## config.mk

```make
export PLATFORM = sky130hd
export DESIGN_NAME = esi_ext_status
export DESIGN_NICKNAME = d
export VERILOG_FILES = /design/src/rtl/esi_pkg.sv /design/src/rtl/esi_ext_status.sv /design/src/rtl/esi_pin_sync.sv /design/src/rtl/esi_status_fifo.sv
export SDC_FILE = /design/constraint.sdc
export NUM_CORES = 1
export LEC_CHECK = 0
export BUFFER_PORTS_ARGS = -buffer_cell sky130_fd_sc_hd__buf_2
export CAP_MARGIN = 20
export CORE_UTILIZATION = 64
export DETAILED_ROUTE_END_ITERATION = 8
export PLACE_DENSITY = 0.81
export SYNTH_ARGS = -nofsm -noshare
export SYNTH_HDL_FRONTEND = slang
export SYNTH_SLANG_ARGS = --single-unit
export TNS_END_PERCENT = 50
```

## constraint.sdc

```tcl
create_clock -name i_clock -period 8.6 [get_ports i_clock]
set_input_delay 0.43 -clock i_clock [delete_from_list [all_inputs] [get_ports i_clock]]
set_output_delay 0.43 -clock i_clock [all_outputs]
set_load 0.02 [all_outputs]
```

## src/rtl/esi_pkg.sv

```systemverilog
// Shared constants and types for the external/status interrupt source block
package esi_pkg;

    localparam int ADDR_W = 4;
    localparam int DATA_W = 8;

    // Write addresses
    localparam logic [ADDR_W-1:0] WR_CMD = 4'h0;
    localparam logic [ADDR_W-1:0] WR_GRP_EN = 4'h1;
    localparam logic [ADDR_W-1:0] WR_MODE = 4'h2;
    localparam logic [ADDR_W-1:0] WR_SEVEN = 4'h7;
    localparam logic [ADDR_W-1:0] WR_SRC_EN = 4'hf;

    // Read addresses
    localparam logic [ADDR_W-1:0] RD_STATUS = 4'h0;
    localparam logic [ADDR_W-1:0] RD_RX_COND = 4'h1;
    localparam logic [ADDR_W-1:0] RD_FCNT_LO = 4'h6;
    localparam logic [ADDR_W-1:0] RD_FCNT_HI = 4'h7;
    localparam logic [ADDR_W-1:0] RD_READBACK14 = 4'he;

    // Source enable / status byte bit positions
    localparam int SRC_BRK = 7;
    localparam int SRC_UND = 6;
    localparam int SRC_CTS = 5;
    localparam int SRC_HUNT = 4;
    localparam int SRC_DCD = 3;
    localparam int SRC_FIFO = 2;
    localparam int SRC_ZC = 1;
    localparam int SRC_PTR = 0;
    localparam logic [DATA_W-1:0] SRC_EN_RST = 8'hf8;

    // Group enable, mode and command fields
    localparam int GRP_EXT_BIT = 0;
    localparam int MODE_LSB = 0;
    localparam int MODE_CRYSTAL_OSC_OPTION = 2;
    localparam int MODE_EXTRD = 3;
    localparam int MODE_ENH = 4;
    localparam int MODE_BITS = 5;
    localparam logic [MODE_BITS-1:0] MODE_RST = 5'h00;
    localparam int CMD_LSB = 0;

    // Frame status queue
    localparam int FRM_STAT_W = 5;
    localparam int FRM_CNT_W = 14;
    localparam int FIFO_DEPTH = 10;

    typedef enum logic [1:0] {
        ESI_ASYNC,
        ESI_EXTSYNC,
        ESI_BYTESYNC,
        ESI_SDLC
    } esi_mode_t;

    typedef enum logic [2:0] {
        ESI_CMD_NULL,
        ESI_CMD_RST_EXT,
        ESI_CMD_SEND_ABORT,
        ESI_CMD_ENTER_HUNT,
        ESI_CMD_RST_UNDERRUN,
        ESI_CMD_CHAN_RESET,
        ESI_CMD_RSV6,
        ESI_CMD_RSV7
    } esi_cmd_t;

    typedef struct packed {
        logic [FRM_STAT_W-1:0] status;
        logic [FRM_CNT_W-1:0] count;
    } esi_frame_t;

    typedef struct packed {
        logic break_det;
        logic break_end;
        logic abort_ones;
        logic sync_found;
        logic sync_pattern;
        logic open_flag;
        logic rx_enable;
    } esi_rx_ev_t;

    typedef struct packed {
        logic underrun;
        logic tx_disable;
        logic tx_empty;
    } esi_tx_ev_t;

endpackage : esi_pkg

```

## src/rtl/esi_ext_status.sv

```systemverilog
// External/status source control, status byte and frame status queue
//
// What this block does
// - A source interrupts only on conditions arising after its enable was set.
// - Source enables gate interrupts only while the external/status group is enabled; bits 2, 1 (status) and 0 act regardless.
// - Enable bit 7 lets any break/abort change interrupt; reset sets it.
// - Enable bit 6 lets underrun/EOM latch rising edges interrupt; reset sets it.
// - Enable bit 5 lets clear-to-send changes interrupt; reset sets it.
// - Enable bit 4: sync pin change in async and external sync, hunt change otherwise.
// - Enable bit 3 lets carrier-detect changes interrupt; reset sets it.
// - Bit 2 in SDLC queues five status bits and count, ten frames.
// - Enable bit 1 interrupts when baud counter reaches zero; reset clears it.
// - Bit 0 steers register-7 writes to alternate; reads back at fourteen.
// - Status byte is captured at its read strobe in every mode; the MODE_ENH bit is unused.
// - Async break status sets on break, clears when break ends.
// - SDLC abort status follows seven-plus ones; both edges always interrupt.
// - Underrun/EOM set by reset, disable, abort, underrun; rising edge interrupts.
// - In async a send-abort restores underrun/EOM to one and interrupts.
// - Clear-to-send latched while pending if enabled, live when disabled.
// - Crystal option in async holds sync/hunt at zero, no interrupt.
// - Byte sync: enter-hunt sets hunt, sync found clears; pin pulses low.
// - SDLC hunt set by enter-hunt or receiver off, cleared by opening flag.
// - Zero-count status reads one only while counter sits at zero.
`timescale 1ns/10ps
module esi_ext_status
    import esi_pkg::*;
#(
    parameter int DEPTH = FIFO_DEPTH
) (
    input wire logic i_clock,
    input wire logic i_rstn,
    input wire logic [ADDR_W-1:0] i_addr,
    input wire logic [DATA_W-1:0] i_wdata,
    input wire logic i_wr,
    input wire logic i_rd,
    output logic [DATA_W-1:0] o_rdata,
    input wire logic i_cts_n,
    input wire logic i_carrier_detect_in_n,
    input wire logic i_sync_n,
    output logic o_sync_n,
    output logic o_sync_oe_n,
    input wire esi_rx_ev_t i_rx,
    input wire esi_tx_ev_t i_tx,
    input wire logic i_brg_zero,
    input wire logic i_rx_char_avail,
    input wire logic [FRM_STAT_W-1:0] i_rx_cond_live,
    input wire logic i_frame_end,
    input wire esi_frame_t i_frame,
    output logic o_ext_int,
    output logic [DATA_W-1:0] o_sync_flag_char,
    output logic [DATA_W-1:0] o_alternate_seven
);
    typedef struct packed {
        logic [DATA_W-1:0] src_en;
        logic grp_en;
        logic [MODE_BITS-1:0] mode_bits;
        logic [DATA_W-1:0] seven;
        logic [DATA_W-1:0] alt7;
        logic pend;
        logic brk;
        logic und;
        logic hunt;
        logic [2:0] lat;
        logic [2:0] prev;
        logic zc_prev;
        logic zc_wait;
        logic [DATA_W-1:0] rdata;
        logic sync_n;
        logic sync_oe_n;
        logic irq;
    } esi_top_st_t;

    esi_top_st_t s_q;
    esi_top_st_t s_d;

    logic [2:0] pin_s;
    logic fifo_valid;
    esi_frame_t fifo_head;
    logic fifo_active;
    logic fifo_push;
    logic fifo_pop;
    logic fifo_flush;
    logic chan_reset;

    generate
        if (DEPTH < 2) begin : g_bad_depth
            $error("esi_ext_status: DEPTH must be at least 2");
        end
    endgenerate

    // Pins: [2] clear-to-send, [1] sync, [0] carrier detect
    esi_pin_sync #(
        .W(3)
    ) u_pin_sync (
        .i_clock(i_clock),
        .i_rstn(i_rstn),
        .i_d({i_cts_n, i_sync_n, i_carrier_detect_in_n}),
        .o_q(pin_s)
    );

    assign fifo_active = s_q.src_en[SRC_FIFO] && (esi_mode_t'(s_q.mode_bits[1:0]) == ESI_SDLC);
    assign chan_reset = i_wr && (i_addr == WR_CMD)
        && (esi_cmd_t'(i_wdata[CMD_LSB +: 3]) == ESI_CMD_CHAN_RESET);
    assign fifo_push = i_frame_end && fifo_active;
    assign fifo_pop = i_rd && (i_addr == RD_FCNT_HI) && fifo_active && fifo_valid;
    assign fifo_flush = !fifo_active || chan_reset;

    esi_status_fifo #(
        .DEPTH(DEPTH)
    ) u_status_fifo (
        .i_clock(i_clock),
        .i_rstn(i_rstn),
        .i_flush(fifo_flush),
        .i_push(fifo_push),
        .i_entry(i_frame),
        .i_pop(fifo_pop),
        .o_valid(fifo_valid),
        .o_head(fifo_head)
    );

    always_comb begin
        esi_mode_t mode;
        esi_cmd_t cmd;
        logic wr_cmd;
        logic rst_ext;
        logic send_abort;
        logic enter_hunt;
        logic rst_und;
        logic [2:0] live;
        logic [2:0] ie3;
        logic [2:0] shown;
        logic hunt_live;
        logic und_rise;
        logic zc_rise;
        logic ev_open;
        logic ev_brk;
        logic zc_retrig;
        logic open_latch;
        logic [DATA_W-1:0] status;
        mode = esi_mode_t'(s_q.mode_bits[MODE_LSB +: 2]);
        cmd = esi_cmd_t'(i_wdata[CMD_LSB +: 3]);
        wr_cmd = i_wr && (i_addr == WR_CMD);
        rst_ext = wr_cmd && (cmd == ESI_CMD_RST_EXT);
        send_abort = wr_cmd && (cmd == ESI_CMD_SEND_ABORT);
        enter_hunt = wr_cmd && (cmd == ESI_CMD_ENTER_HUNT);
        rst_und = wr_cmd && (cmd == ESI_CMD_RST_UNDERRUN);
        s_d = s_q;

        // Break/abort source
        case (mode)
            ESI_ASYNC: begin
                if (i_rx.break_det) begin
                    s_d.brk = 1'b1;
                end else if (i_rx.break_end) begin
                    s_d.brk = 1'b0;
                end
            end
            ESI_SDLC: begin
                s_d.brk = i_rx.abort_ones;
            end
            default: begin
                s_d.brk = 1'b0;
            end
        endcase

        // Underrun/EOM latch: set wins over the reset command
        if (i_tx.tx_disable || i_tx.underrun || send_abort || chan_reset) begin
            s_d.und = 1'b1;
        end else if (rst_und) begin
            s_d.und = 1'b0;
        end
        und_rise = s_d.und && !s_q.und;

        // Hunt state of the receiver
        case (mode)
            ESI_BYTESYNC: begin
                if (enter_hunt || chan_reset) begin
                    s_d.hunt = 1'b1;
                end else if (i_rx.sync_found) begin
                    s_d.hunt = 1'b0;
                end
            end
            ESI_SDLC: begin
                if (enter_hunt || chan_reset || !i_rx.rx_enable) begin
                    s_d.hunt = 1'b1;
                end else if (i_rx.open_flag) begin
                    s_d.hunt = 1'b0;
                end
            end
            default: begin
                if (enter_hunt || chan_reset) begin
                    s_d.hunt = 1'b1;
                end
            end
        endcase

        // Sync/hunt source seen by the status byte
        case (mode)
            ESI_ASYNC: hunt_live = s_q.mode_bits[MODE_CRYSTAL_OSC_OPTION] ? 1'b0 : !pin_s[1];
            ESI_EXTSYNC: hunt_live = !pin_s[1];
            default: hunt_live = s_d.hunt;
        endcase

        // Live conditions, asserted = 1
        live = {!pin_s[2], hunt_live, !pin_s[0]};
        ie3 = {s_q.src_en[SRC_CTS], s_q.src_en[SRC_HUNT], s_q.src_en[SRC_DCD]};
        zc_rise = i_brg_zero && !s_q.zc_prev;

        // Edges against last cycle's value, so a standing condition never fires
        // when its enable is turned on
        open_latch = !s_q.pend || rst_ext;
        ev_open = s_q.grp_en && open_latch && (
            |(ie3 & (live ^ s_q.prev))
            || (s_q.src_en[SRC_UND] && und_rise)
            || (s_q.src_en[SRC_ZC] && zc_rise));
        // Break/abort edges may be short lived, so they fire even when pending
        ev_brk = s_q.grp_en && s_q.src_en[SRC_BRK] && (s_d.brk != s_q.brk);
        // Zero count that arrived while pending fires at service end if the counter is still at zero
        zc_retrig = rst_ext && s_q.zc_wait && i_brg_zero && s_q.src_en[SRC_ZC] && s_q.grp_en;

        if (s_q.grp_en && s_q.src_en[SRC_ZC] && zc_rise && !open_latch) begin
            s_d.zc_wait = 1'b1;
        end else if (rst_ext) begin
            s_d.zc_wait = 1'b0;
        end
        s_d.pend = (s_q.pend && !rst_ext) || ev_open || ev_brk || zc_retrig;
        s_d.lat = open_latch ? live : s_q.lat;
        s_d.prev = live;
        s_d.zc_prev = i_brg_zero;

        // Register writes
        if (i_wr) begin
            case (i_addr)
                WR_GRP_EN: s_d.grp_en = i_wdata[GRP_EXT_BIT];
                WR_MODE: s_d.mode_bits = i_wdata[MODE_BITS-1:0];
                WR_SRC_EN: begin
                    s_d.src_en = i_wdata;
                    if (i_wdata[SRC_ZC] && !s_q.src_en[SRC_ZC]) begin
                        s_d.zc_wait = 1'b0;
                    end
                end
                WR_SEVEN: begin
                    if (s_q.src_en[SRC_PTR]) begin
                        s_d.alt7 = i_wdata;
                    end else begin
                        s_d.seven = i_wdata;
                    end
                end
                default: begin
                end
            endcase
        end
        if (chan_reset) begin
            s_d.src_en = SRC_EN_RST;
            s_d.pend = 1'b0;
            s_d.zc_wait = 1'b0;
            s_d.lat = live;
        end

        // Status byte; enabled pins show the latch, others the live level
        shown = (ie3 & s_q.lat) | (~ie3 & live);
        status = {s_q.brk, s_q.und, shown[2], shown[1], shown[0], i_tx.tx_empty,
            s_q.src_en[SRC_ZC] && i_brg_zero, i_rx_char_avail};

        // Read data stand for one cycle only
        s_d.rdata = '0;
        if (i_rd) begin
            case (i_addr)
                // One-strobe read: the byte is captured at the strobe and held
                // in the output flop, so it cannot change mid access
                RD_STATUS: s_d.rdata = status;
                RD_RX_COND: begin
                    if (fifo_active && fifo_valid) begin
                        s_d.rdata = {3'h0, fifo_head.status};
                    end else begin
                        s_d.rdata = {3'h0, i_rx_cond_live};
                    end
                end
                RD_FCNT_LO: begin
                    if (fifo_active && fifo_valid) begin
                        s_d.rdata = fifo_head.count[7:0];
                    end
                end
                RD_FCNT_HI: begin
                    if (fifo_active && fifo_valid) begin
                        s_d.rdata = {2'h0, fifo_head.count[FRM_CNT_W-1:8]};
                    end
                end
                RD_READBACK14: begin
                    if (s_q.mode_bits[MODE_EXTRD]) begin
                        s_d.rdata = s_q.alt7;
                    end
                end
                default: begin
                end
            endcase
        end

        // Sync pin is an output only in byte sync receive
        if (mode == ESI_BYTESYNC) begin
            s_d.sync_oe_n = 1'b0;
            s_d.sync_n = !i_rx.sync_pattern;
        end else begin
            s_d.sync_oe_n = 1'b1;
            s_d.sync_n = 1'b1;
        end
        s_d.irq = s_d.pend && s_d.grp_en;
    end

    always_ff @(posedge i_clock or negedge i_rstn) begin
        if (!i_rstn) begin
            s_q <= '0;
            s_q.src_en <= SRC_EN_RST;
            s_q.mode_bits <= MODE_RST;
            s_q.und <= 1'b1;
            s_q.hunt <= 1'b1;
            s_q.sync_n <= 1'b1;
            s_q.sync_oe_n <= 1'b1;
        end else begin
            s_q <= s_d;
        end
    end

    assign o_rdata = s_q.rdata;
    assign o_sync_n = s_q.sync_n;
    assign o_sync_oe_n = s_q.sync_oe_n;
    assign o_ext_int = s_q.irq;
    assign o_sync_flag_char = s_q.seven;
    assign o_alternate_seven = s_q.alt7;
endmodule : esi_ext_status

```

## src/rtl/esi_pin_sync.sv

```systemverilog
// Two-flop synchroniser for the modem and sync pins
`timescale 1ns/10ps
module esi_pin_sync #(
    parameter int W = 3
) (
    input wire logic i_clock,
    input wire logic i_rstn,
    input wire logic [W-1:0] i_d,
    output logic [W-1:0] o_q
);
    typedef struct packed {
        logic [W-1:0] meta;
        logic [W-1:0] stab;
    } esi_sync_st_t;

    esi_sync_st_t s_q;
    esi_sync_st_t s_d;

    generate
        if (W < 1) begin : g_bad_w
            $error("esi_pin_sync: W must be at least 1");
        end
    endgenerate

    always_comb begin
        s_d.meta = i_d;
        s_d.stab = s_q.meta;
    end

    // Pins idle high (inactive), so reset to ones avoids a false first edge
    always_ff @(posedge i_clock or negedge i_rstn) begin
        if (!i_rstn) begin
            s_q <= '1;
        end else begin
            s_q <= s_d;
        end
    end

    assign o_q = s_q.stab;
endmodule : esi_pin_sync

```

## src/rtl/esi_status_fifo.sv

```systemverilog
// Per-frame status and byte count queue
`timescale 1ns/10ps
module esi_status_fifo
    import esi_pkg::*;
#(
    parameter int DEPTH = FIFO_DEPTH
) (
    input wire logic i_clock,
    input wire logic i_rstn,
    input wire logic i_flush,
    input wire logic i_push,
    input wire esi_frame_t i_entry,
    input wire logic i_pop,
    output logic o_valid,
    output esi_frame_t o_head
);
    localparam int PW = $clog2(DEPTH);
    localparam int CW = $clog2(DEPTH + 1);
    localparam logic [PW-1:0] LAST = PW'(DEPTH - 1);
    localparam logic [CW-1:0] FULL = CW'(DEPTH);

    typedef struct packed {
        esi_frame_t [DEPTH-1:0] mem;
        logic [PW-1:0] wr;
        logic [PW-1:0] rd;
        logic [CW-1:0] cnt;
    } esi_fifo_st_t;

    esi_fifo_st_t s_q;
    esi_fifo_st_t s_d;

    generate
        if (DEPTH < 2) begin : g_bad_depth
            $error("esi_status_fifo: DEPTH must be at least 2");
        end
    endgenerate

    function automatic logic [PW-1:0] esi_wrap_inc(input logic [PW-1:0] p);
        esi_wrap_inc = (p == LAST) ? '0 : p + 1'b1;
    endfunction : esi_wrap_inc

    always_comb begin
        logic do_push;
        logic do_pop;
        do_pop = i_pop && (s_q.cnt != '0);
        // A full queue drops the newest frame rather than overwrite the oldest
        do_push = i_push && ((s_q.cnt != FULL) || do_pop);
        s_d = s_q;
        if (do_push) begin
            s_d.mem[s_q.wr] = i_entry;
            s_d.wr = esi_wrap_inc(s_q.wr);
        end
        if (do_pop) begin
            s_d.rd = esi_wrap_inc(s_q.rd);
        end
        if (do_push && !do_pop) begin
            s_d.cnt = s_q.cnt + 1'b1;
        end else if (do_pop && !do_push) begin
            s_d.cnt = s_q.cnt - 1'b1;
        end
        if (i_flush) begin
            s_d.wr = '0;
            s_d.rd = '0;
            s_d.cnt = '0;
        end
    end

    always_ff @(posedge i_clock or negedge i_rstn) begin
        if (!i_rstn) begin
            s_q <= '0;
        end else begin
            s_q <= s_d;
        end
    end

    assign o_valid = (s_q.cnt != '0);
    assign o_head = s_q.mem[s_q.rd];
endmodule : esi_status_fifo

```

Yosys cells after proc, flatten, opt, wreduce, memory -nomap -nowiden:

Index checks and enable logic that the tools add are counted.

* bits in registers: 261
* bits in latches: 0
* bits in writable memories: 0
* bits in read-only memories: 0
* input bits: 56
* output and inout port bits: 27
* logic and storage cells: 200
* memories kept: 0

* $add $sub $neg: 4
* multiply operators: 0
* div/mod/pow operators: 0
* $lt $le $gt $ge: 3
* eq/ne operators: 18
* shift operators: 0
* multiplexer cells: 49
* bitwise gates (word level): 7
* reductions and logical operators: 77

Operator list (number)
* $bwmux W190: 1
* $bmux W19 S4: 1
* $demux W19 S4: 1
* $mux W8: 7
* $pmux W8 S5: 1
* $mux W19: 2
* $logic_and A1 B1 Y1: 36
* $mux W30: 1
* $mux W4: 6
* $mux W1: 18
* $eq A4 B4 Y1 const B: 4
* $mux W16: 1
* $logic_not A1 Y1: 14
* $logic_or A1 B1 Y1: 13
* $add A4 B1 Y4 const B: 3
* $mux W12: 1
* $lt A4 B5 Y1 const B: 2
* $mux W5: 2
* $reduce_bool A2 Y1: 5
* $and A3 B3 Y3: 3
* $eq A4 B3 Y1 const B: 2
* $eq A3 B2 Y1 const B: 2
* $eq A3 B3 Y1 const B: 2
* $mux W3: 2
* 23 further kinds: 28

Logic depth before layout (Yosys ltp):

* word-level depth: 19
* gate-level depth with buffers: 13

Cells and area by module:

From an unflattened synthesis, not the netlist that was laid out.

* cells, all modules: 910
* area, all modules: 12645.9 um^2

Modules (own cells, without submodules)
* esi_status_fifo: times used 1, cells an instance 633, area each 9670.5 um^2, sequential area each 5054.8 um^2
* esi_ext_status: times used 1, cells an instance 271, area each 2817.7 um^2, sequential area each 1312.5 um^2
* esi_pin_sync: times used 1, cells an instance 6, area each 157.7 um^2, sequential area each 157.7 um^2

Worst setup path before layout:

No wires, ideal clock.

* path kind: register to register
* start point: reg u_status_fifo.s_q[1] in the netlist's numbering
* end point: reg u_status_fifo.s_q[3] in the netlist's numbering
* library setup time: 0.132 ns
* data arrival time: 2.784 ns
* data required time: 8.468 ns
* path slack: 5.684 ns
* cell stages (with the launch flop): 12
* path buffers: 1
* cell sequence: dfrtp_1 -> or4_1 -> and4_1 -> buf_6 -> or3_1 -> ha_1 -> a21o_1 -> a21oi_1 -> nand3_1 -> o21ai_1 -> xnor2_1 -> nor2_1

* word-level cells in the longest chain between the ends: 8

RTL lines
* start, declared: RTL line esi_status_fifo.sv:29 `esi_fifo_st_t s_q;`
* start signal, assigned: RTL line esi_status_fifo.sv:70 `s_q <= '0;`
* start signal, assigned: RTL line esi_status_fifo.sv:72 `s_q <= s_d;`
* branches (longest 8 deep; another with $sub A4 B1 Y4)

Several ways; the timed one is not identified. The select of a mux whose other input is x is not followed.
A chain may end at the register's enable or synchronous reset.

Worst setup path in the final report:

* start point: reg s_q[39] in the netlist's numbering
* end point: reg u_status_fifo.s_q[194] in the netlist's numbering

* word-level cells in the longest chain between the ends: 7

RTL lines
* start, declared: RTL line esi_ext_status.sv:73 `esi_top_st_t s_q;`
* $eq A2 B2 Y1 (*): RTL line esi_ext_status.sv:101 `assign fifo_active = s_q.src_en[SRC_FIFO] && (esi_mode_t'(s_q.mode_bits[1:0]) == ESI_SDLC);`
* $logic_and A1 B1 Y1 (*): RTL line esi_ext_status.sv:101
* $logic_and A1 B1 Y1 (2 in series): RTL line esi_ext_status.sv:105 `assign fifo_pop = i_rd && (i_addr == RD_FCNT_HI) && fifo_active && fifo_valid;`
* $logic_and A1 B1 Y1: RTL line esi_status_fifo.sv:45 `do_pop = i_pop && (s_q.cnt != '0);`
* $logic_or A1 B1 Y1: RTL line esi_status_fifo.sv:47 `do_push = i_push && ((s_q.cnt != FULL) || do_pop);`
* $logic_and A1 B1 Y1 (*): RTL line esi_status_fifo.sv:47

Every way passes the cells marked *; elsewhere a longest branch is shown, timed or not.

==> key figures <==
Status
  • Status: finished clean

Global routing
  • Wire length of the first global-routing pass: approximately 44000 µm
  • Maximum number of pins on one net before global-route repair: approximately 130
  • Overflow left after global routing: 0
  • Antenna violations before repair: 0
  • Total track usage: 0.291
  • Vias in the first global route: 7868

Die
  • Starting utilization of the core area: 0.657
  • Std-Cell Rows: 50
  • Die W: about 140 µm
  • Die footprint: slightly below 0.02 mm²
  • DIE HEIGHT: around 140 µm
  • IO Count: 83
  • Total core area: around 0.019 mm²

Clock tree
  • Number of buffers added for setup after CTS: 0
  • Clock tree from TritonCTS: built
  • Number of sinks on the clock net: 260
  • Post-cts gate resize count: 0
  • Clock insertion delay at the later pin of the skew report: ~530 ps
  • CTS root buffer: clkbuf_16
  • CTS Buf Count: 27
  • Post-CTS clock slew at the launch and capture registers of the worst setup and hold paths: about 60 ps
  • Total of hold buffers inserted after clock tree synthesis: 3
  • Longest Clk Path Bufs: 3
  • Level count of the clock H-tree: 1

Drt
  • Post-detailed-route DRC marker count: 0
  • Routed wire length: about 28000 µm
  • Antenna-violating nets left: 0
  • Vias: about 7700
  • Wire per inst: ~23 µm
  • DRT Pass-1 Iters: 5
  • Post-DR vias/cell: around 6.4
  • Violation count after the first detailed-route iteration: 532

Logic synthesis
  • YS warnings: 0
  • Proportion of synthesized chip area in sequential cells: 0.529
  • Number of enable-type register cells in the synthesized netlist: 0
  • Post-synthesis cell area: 0.0123 mm²
  • Mean Syn Cell Area: approximately 14 µm²
  • Synth unique cells: 72
  • Most used flip-flop cell after synthesis: dfrtp_1
  • Share of flip-flops with an asynchronous set or reset: 1.00
  • Flip-flop and latch count after synthesis: 260
  • Synthesized Nets: between 900 and 1000
  • Gate Count Post-Synth: approximately 900

Timing
  • Number of hold violations in the final report: 0
  • Slew Limit Fails: 0
  • Achievable clock frequency: about 310 MHz
  • Worst clock skew: 23.9 ps
  • Post-layout worst setup margin: roughly 5400 ps
  • Worst hold slack: 1.84 ps
  • Setup Viol. Count Final: 0
  • Tcrit/Tclk final: 0.370
  • Tightest Pin Transition: between 1000 and 1500 ps
  • Final critical delay including setup and external delays: roughly 3200 ps
  • Relative slew slack: 0.266
  • Total negative slack for setup checks: 0 ps
  • Unrepaired setup endpoints after global routing: no

Setup path
  • Crit. End Element: flop
  • CP Data Required Time: roughly 9000 ps
  • Category of the critical setup timing path: flop to flop
  • Critical Path Fanout Max: 19
  • Arrival time at the worst endpoint: approximately 3600 ps
  • Nature of the critical path startpoint: flop
  • Register-to-Register Path Depth: 6

Placement
  • Placer Congestion: 0.900
  • Port Buffer Count: 82
  • Post-place setup slack: about 5300 ps
  • Placed cells: between 1000 and 1500
  • Detailed placer's ending HPWL: 17700 µm

Layout
  • Fraction of the core area covered by cells at the end of the flow: 0.726
  • Growth of design area from synthesis to finish: 10.6%
  • Most frequent standard cell in the layout excluding fill and tap cells: dfrtp_1
  • Antenna diode count: 0
  • Net total in the final layout: a little over 1000
  • Post-route non-filler standard cell count: between 1000 and 1500
  • Proportion of layout cells with a drive suffix above 1: 0.424
  • Highest-count cells in the layout ignoring fill and taps: dfrtp_1 (244), mux2_2 (185), buf_2 (81)

Job
  • Reported max-cap violation count: 0

Pwr
  • Static leakage: 6.48 nW
  • VDD IR max: approximately 220 µV
  • Total power divided by cell area: 209 mW/mm²

Hold path
  • Type of the tightest min-delay check: input port to async pin
==> state kept, by name (all words and copies together) (netlist names) <==
| name | flops |
|---|---|
| o_sync_flag_char | 8 |
| u_pin_sync.o_q | 3 |
| s_q | 25 |
| o_sync_oe_n | 1 |
| u_pin_sync.s_d | 3 |
| u_status_fifo.s_q | 202 |
| o_alternate_seven | 8 |
| o_rdata | 8 |
| o_sync_n | 1 |
| o_ext_int | 1 |
==> Yosys cell counts (all sizes together) (2+ instances only) <==
| cell | count | area share |
|---|---|---|
| clkbuf | 14 | 0.0044 |
| inv | 11 | 0.0033 |
| a311oi | 2 | 0.0014 |
| nor2 | 36 | 0.011 |
| or3 | 4 | 0.0020 |
| o221ai | 2 | 0.0014 |
| a2111oi | 2 | 0.0014 |
| o22a | 4 | 0.0028 |
| xnor2 | 4 | 0.0028 |
| and3 | 3 | 0.0015 |
| mux2 | 210 | 0.20 |
| mux2i | 39 | 0.032 |
| o21ai | 17 | 0.0069 |
| a22oi | 3 | 0.0018 |
| nor2b | 4 | 0.0020 |
| nand2b | 6 | 0.0030 |
| buf | 74 | 0.037 |
| nand4b | 2 | 0.0014 |
| and2 | 4 | 0.0020 |
| o22ai | 8 | 0.0041 |
| dfstp | 15 | 0.032 |
| and4 | 2 | 0.0014 |
| nand3 | 23 | 0.0093 |
| or4 | 5 | 0.0030 |
| nor3 | 7 | 0.0038 |
| a31oi | 3 | 0.0015 |
| a41oi | 2 | 0.0014 |
| dfrtp | 245 | 0.50 |
| a222oi | 3 | 0.0024 |
| mux4 | 37 | 0.068 |
| ha | 8 | 0.0081 |
| nand4 | 4 | 0.0025 |
| a31o | 3 | 0.0021 |
| nand2 | 44 | 0.013 |
| or2 | 2 | 0.0010 |
| xor2 | 4 | 0.0028 |
| a21oi | 22 | 0.0098 |
| o211ai | 4 | 0.0036 |
==> power breakdown <==
part           internal, W  switching (W)
sequential         0.00131      0.0000487
combinational     0.000136       0.000175
clock             0.000710       0.000470
total              0.00216       0.000693
==> metal layers <==
| metal | share of wire | GRT usage | wire, µm | vias to the layer above |
|---|---|---|---|---|
| met2 | 0.48 | 0.472 | 13300 | 301 |
| met3 | 0.062 | 0.0486 | 1730 | 61 |
| met1 | 0.43 | 0.411 | 12000 | 3983 |
| met5 | 0 | 0 | 0 | - |
| met4 | 0.030 | 0.0852 | 837 | 0 |
| li1 | - | - | - | 3375 |
==> cells by family (layout without fill, tap and decap cells) <==
| family | Yosys count | count (layout) | share of synthesized area |
|---|---|---|---|
| AO/OA/AOI/OAI | 89 | 89 | 0.0509 |
| XOR/XNOR | 8 | 8 | 0.00568 |
| adder cells (fa/ha/maj) | 9 | 9 | 0.00974 |
| buffers and inverters | 99 | 160 | 0.0446 |
| flip-flops | 260 | 260 | 0.529 |
| multiplexers | 286 | 286 | 0.297 |
| AND/OR/NAND/NOR | 153 | 153 | 0.0627 |
==> worst paths after layout <==
check                                            start                                  to  slack, ps
hold / removal                                  i_rstn  u_status_fifo.s_q[146]$_DFFE_PN0P_          2
setup reg to reg                   s_q[39]$_DFFE_PN0P_  u_status_fifo.s_q[194]$_DFFE_PN0P_       5420
max in group asynchronous                       i_rstn    u_status_fifo.s_q[4]$_DFFE_PN0P_       7260
hold reg to reg            u_pin_sync.s_d[2]$_DFF_PN1_         u_pin_sync.o_q[2]$_DFF_PN1_        360
setup / recovery                   s_q[39]$_DFFE_PN0P_  u_status_fifo.s_q[194]$_DFFE_PN0P_       5420
min in group i_clock                           i_rx[2]                  o_sync_n$_DFF_PN1_         20
==> through the flow <==
stage          total power [W]  cell area [µm²]
2_1_floorplan          0.00159            12300
3_3_place_gp           0.00167            12600
3_5_place_dp           0.00168            12600
4_1_cts                0.00286            13600
5_1_grt                0.00295            13600
6_report               0.00285            13600
==> area by class of cell <==
cell class | instances | area, µm²
Clock buffer | 39 | 771
Clock inverter | 10 | 128
Fill cell | 1233 | 5130
Inverter | 11 | 41.3
Multi-Input combinational cell | 545 | 5260
Sequential cell | 260 | 6530
Tap cell | 234 | 293
Timing Repair Buffer | 100 | 611
==> critical path, stage by stage, from the launching register on <==
cell and delay (ps):
dfrtp_1 400, ha_1 290, and2_1 270, and4_1 440
o211ai_4 170, or4_1 980, mux2_4 470
Note: power is estimated with default switching activity, not from simulation.
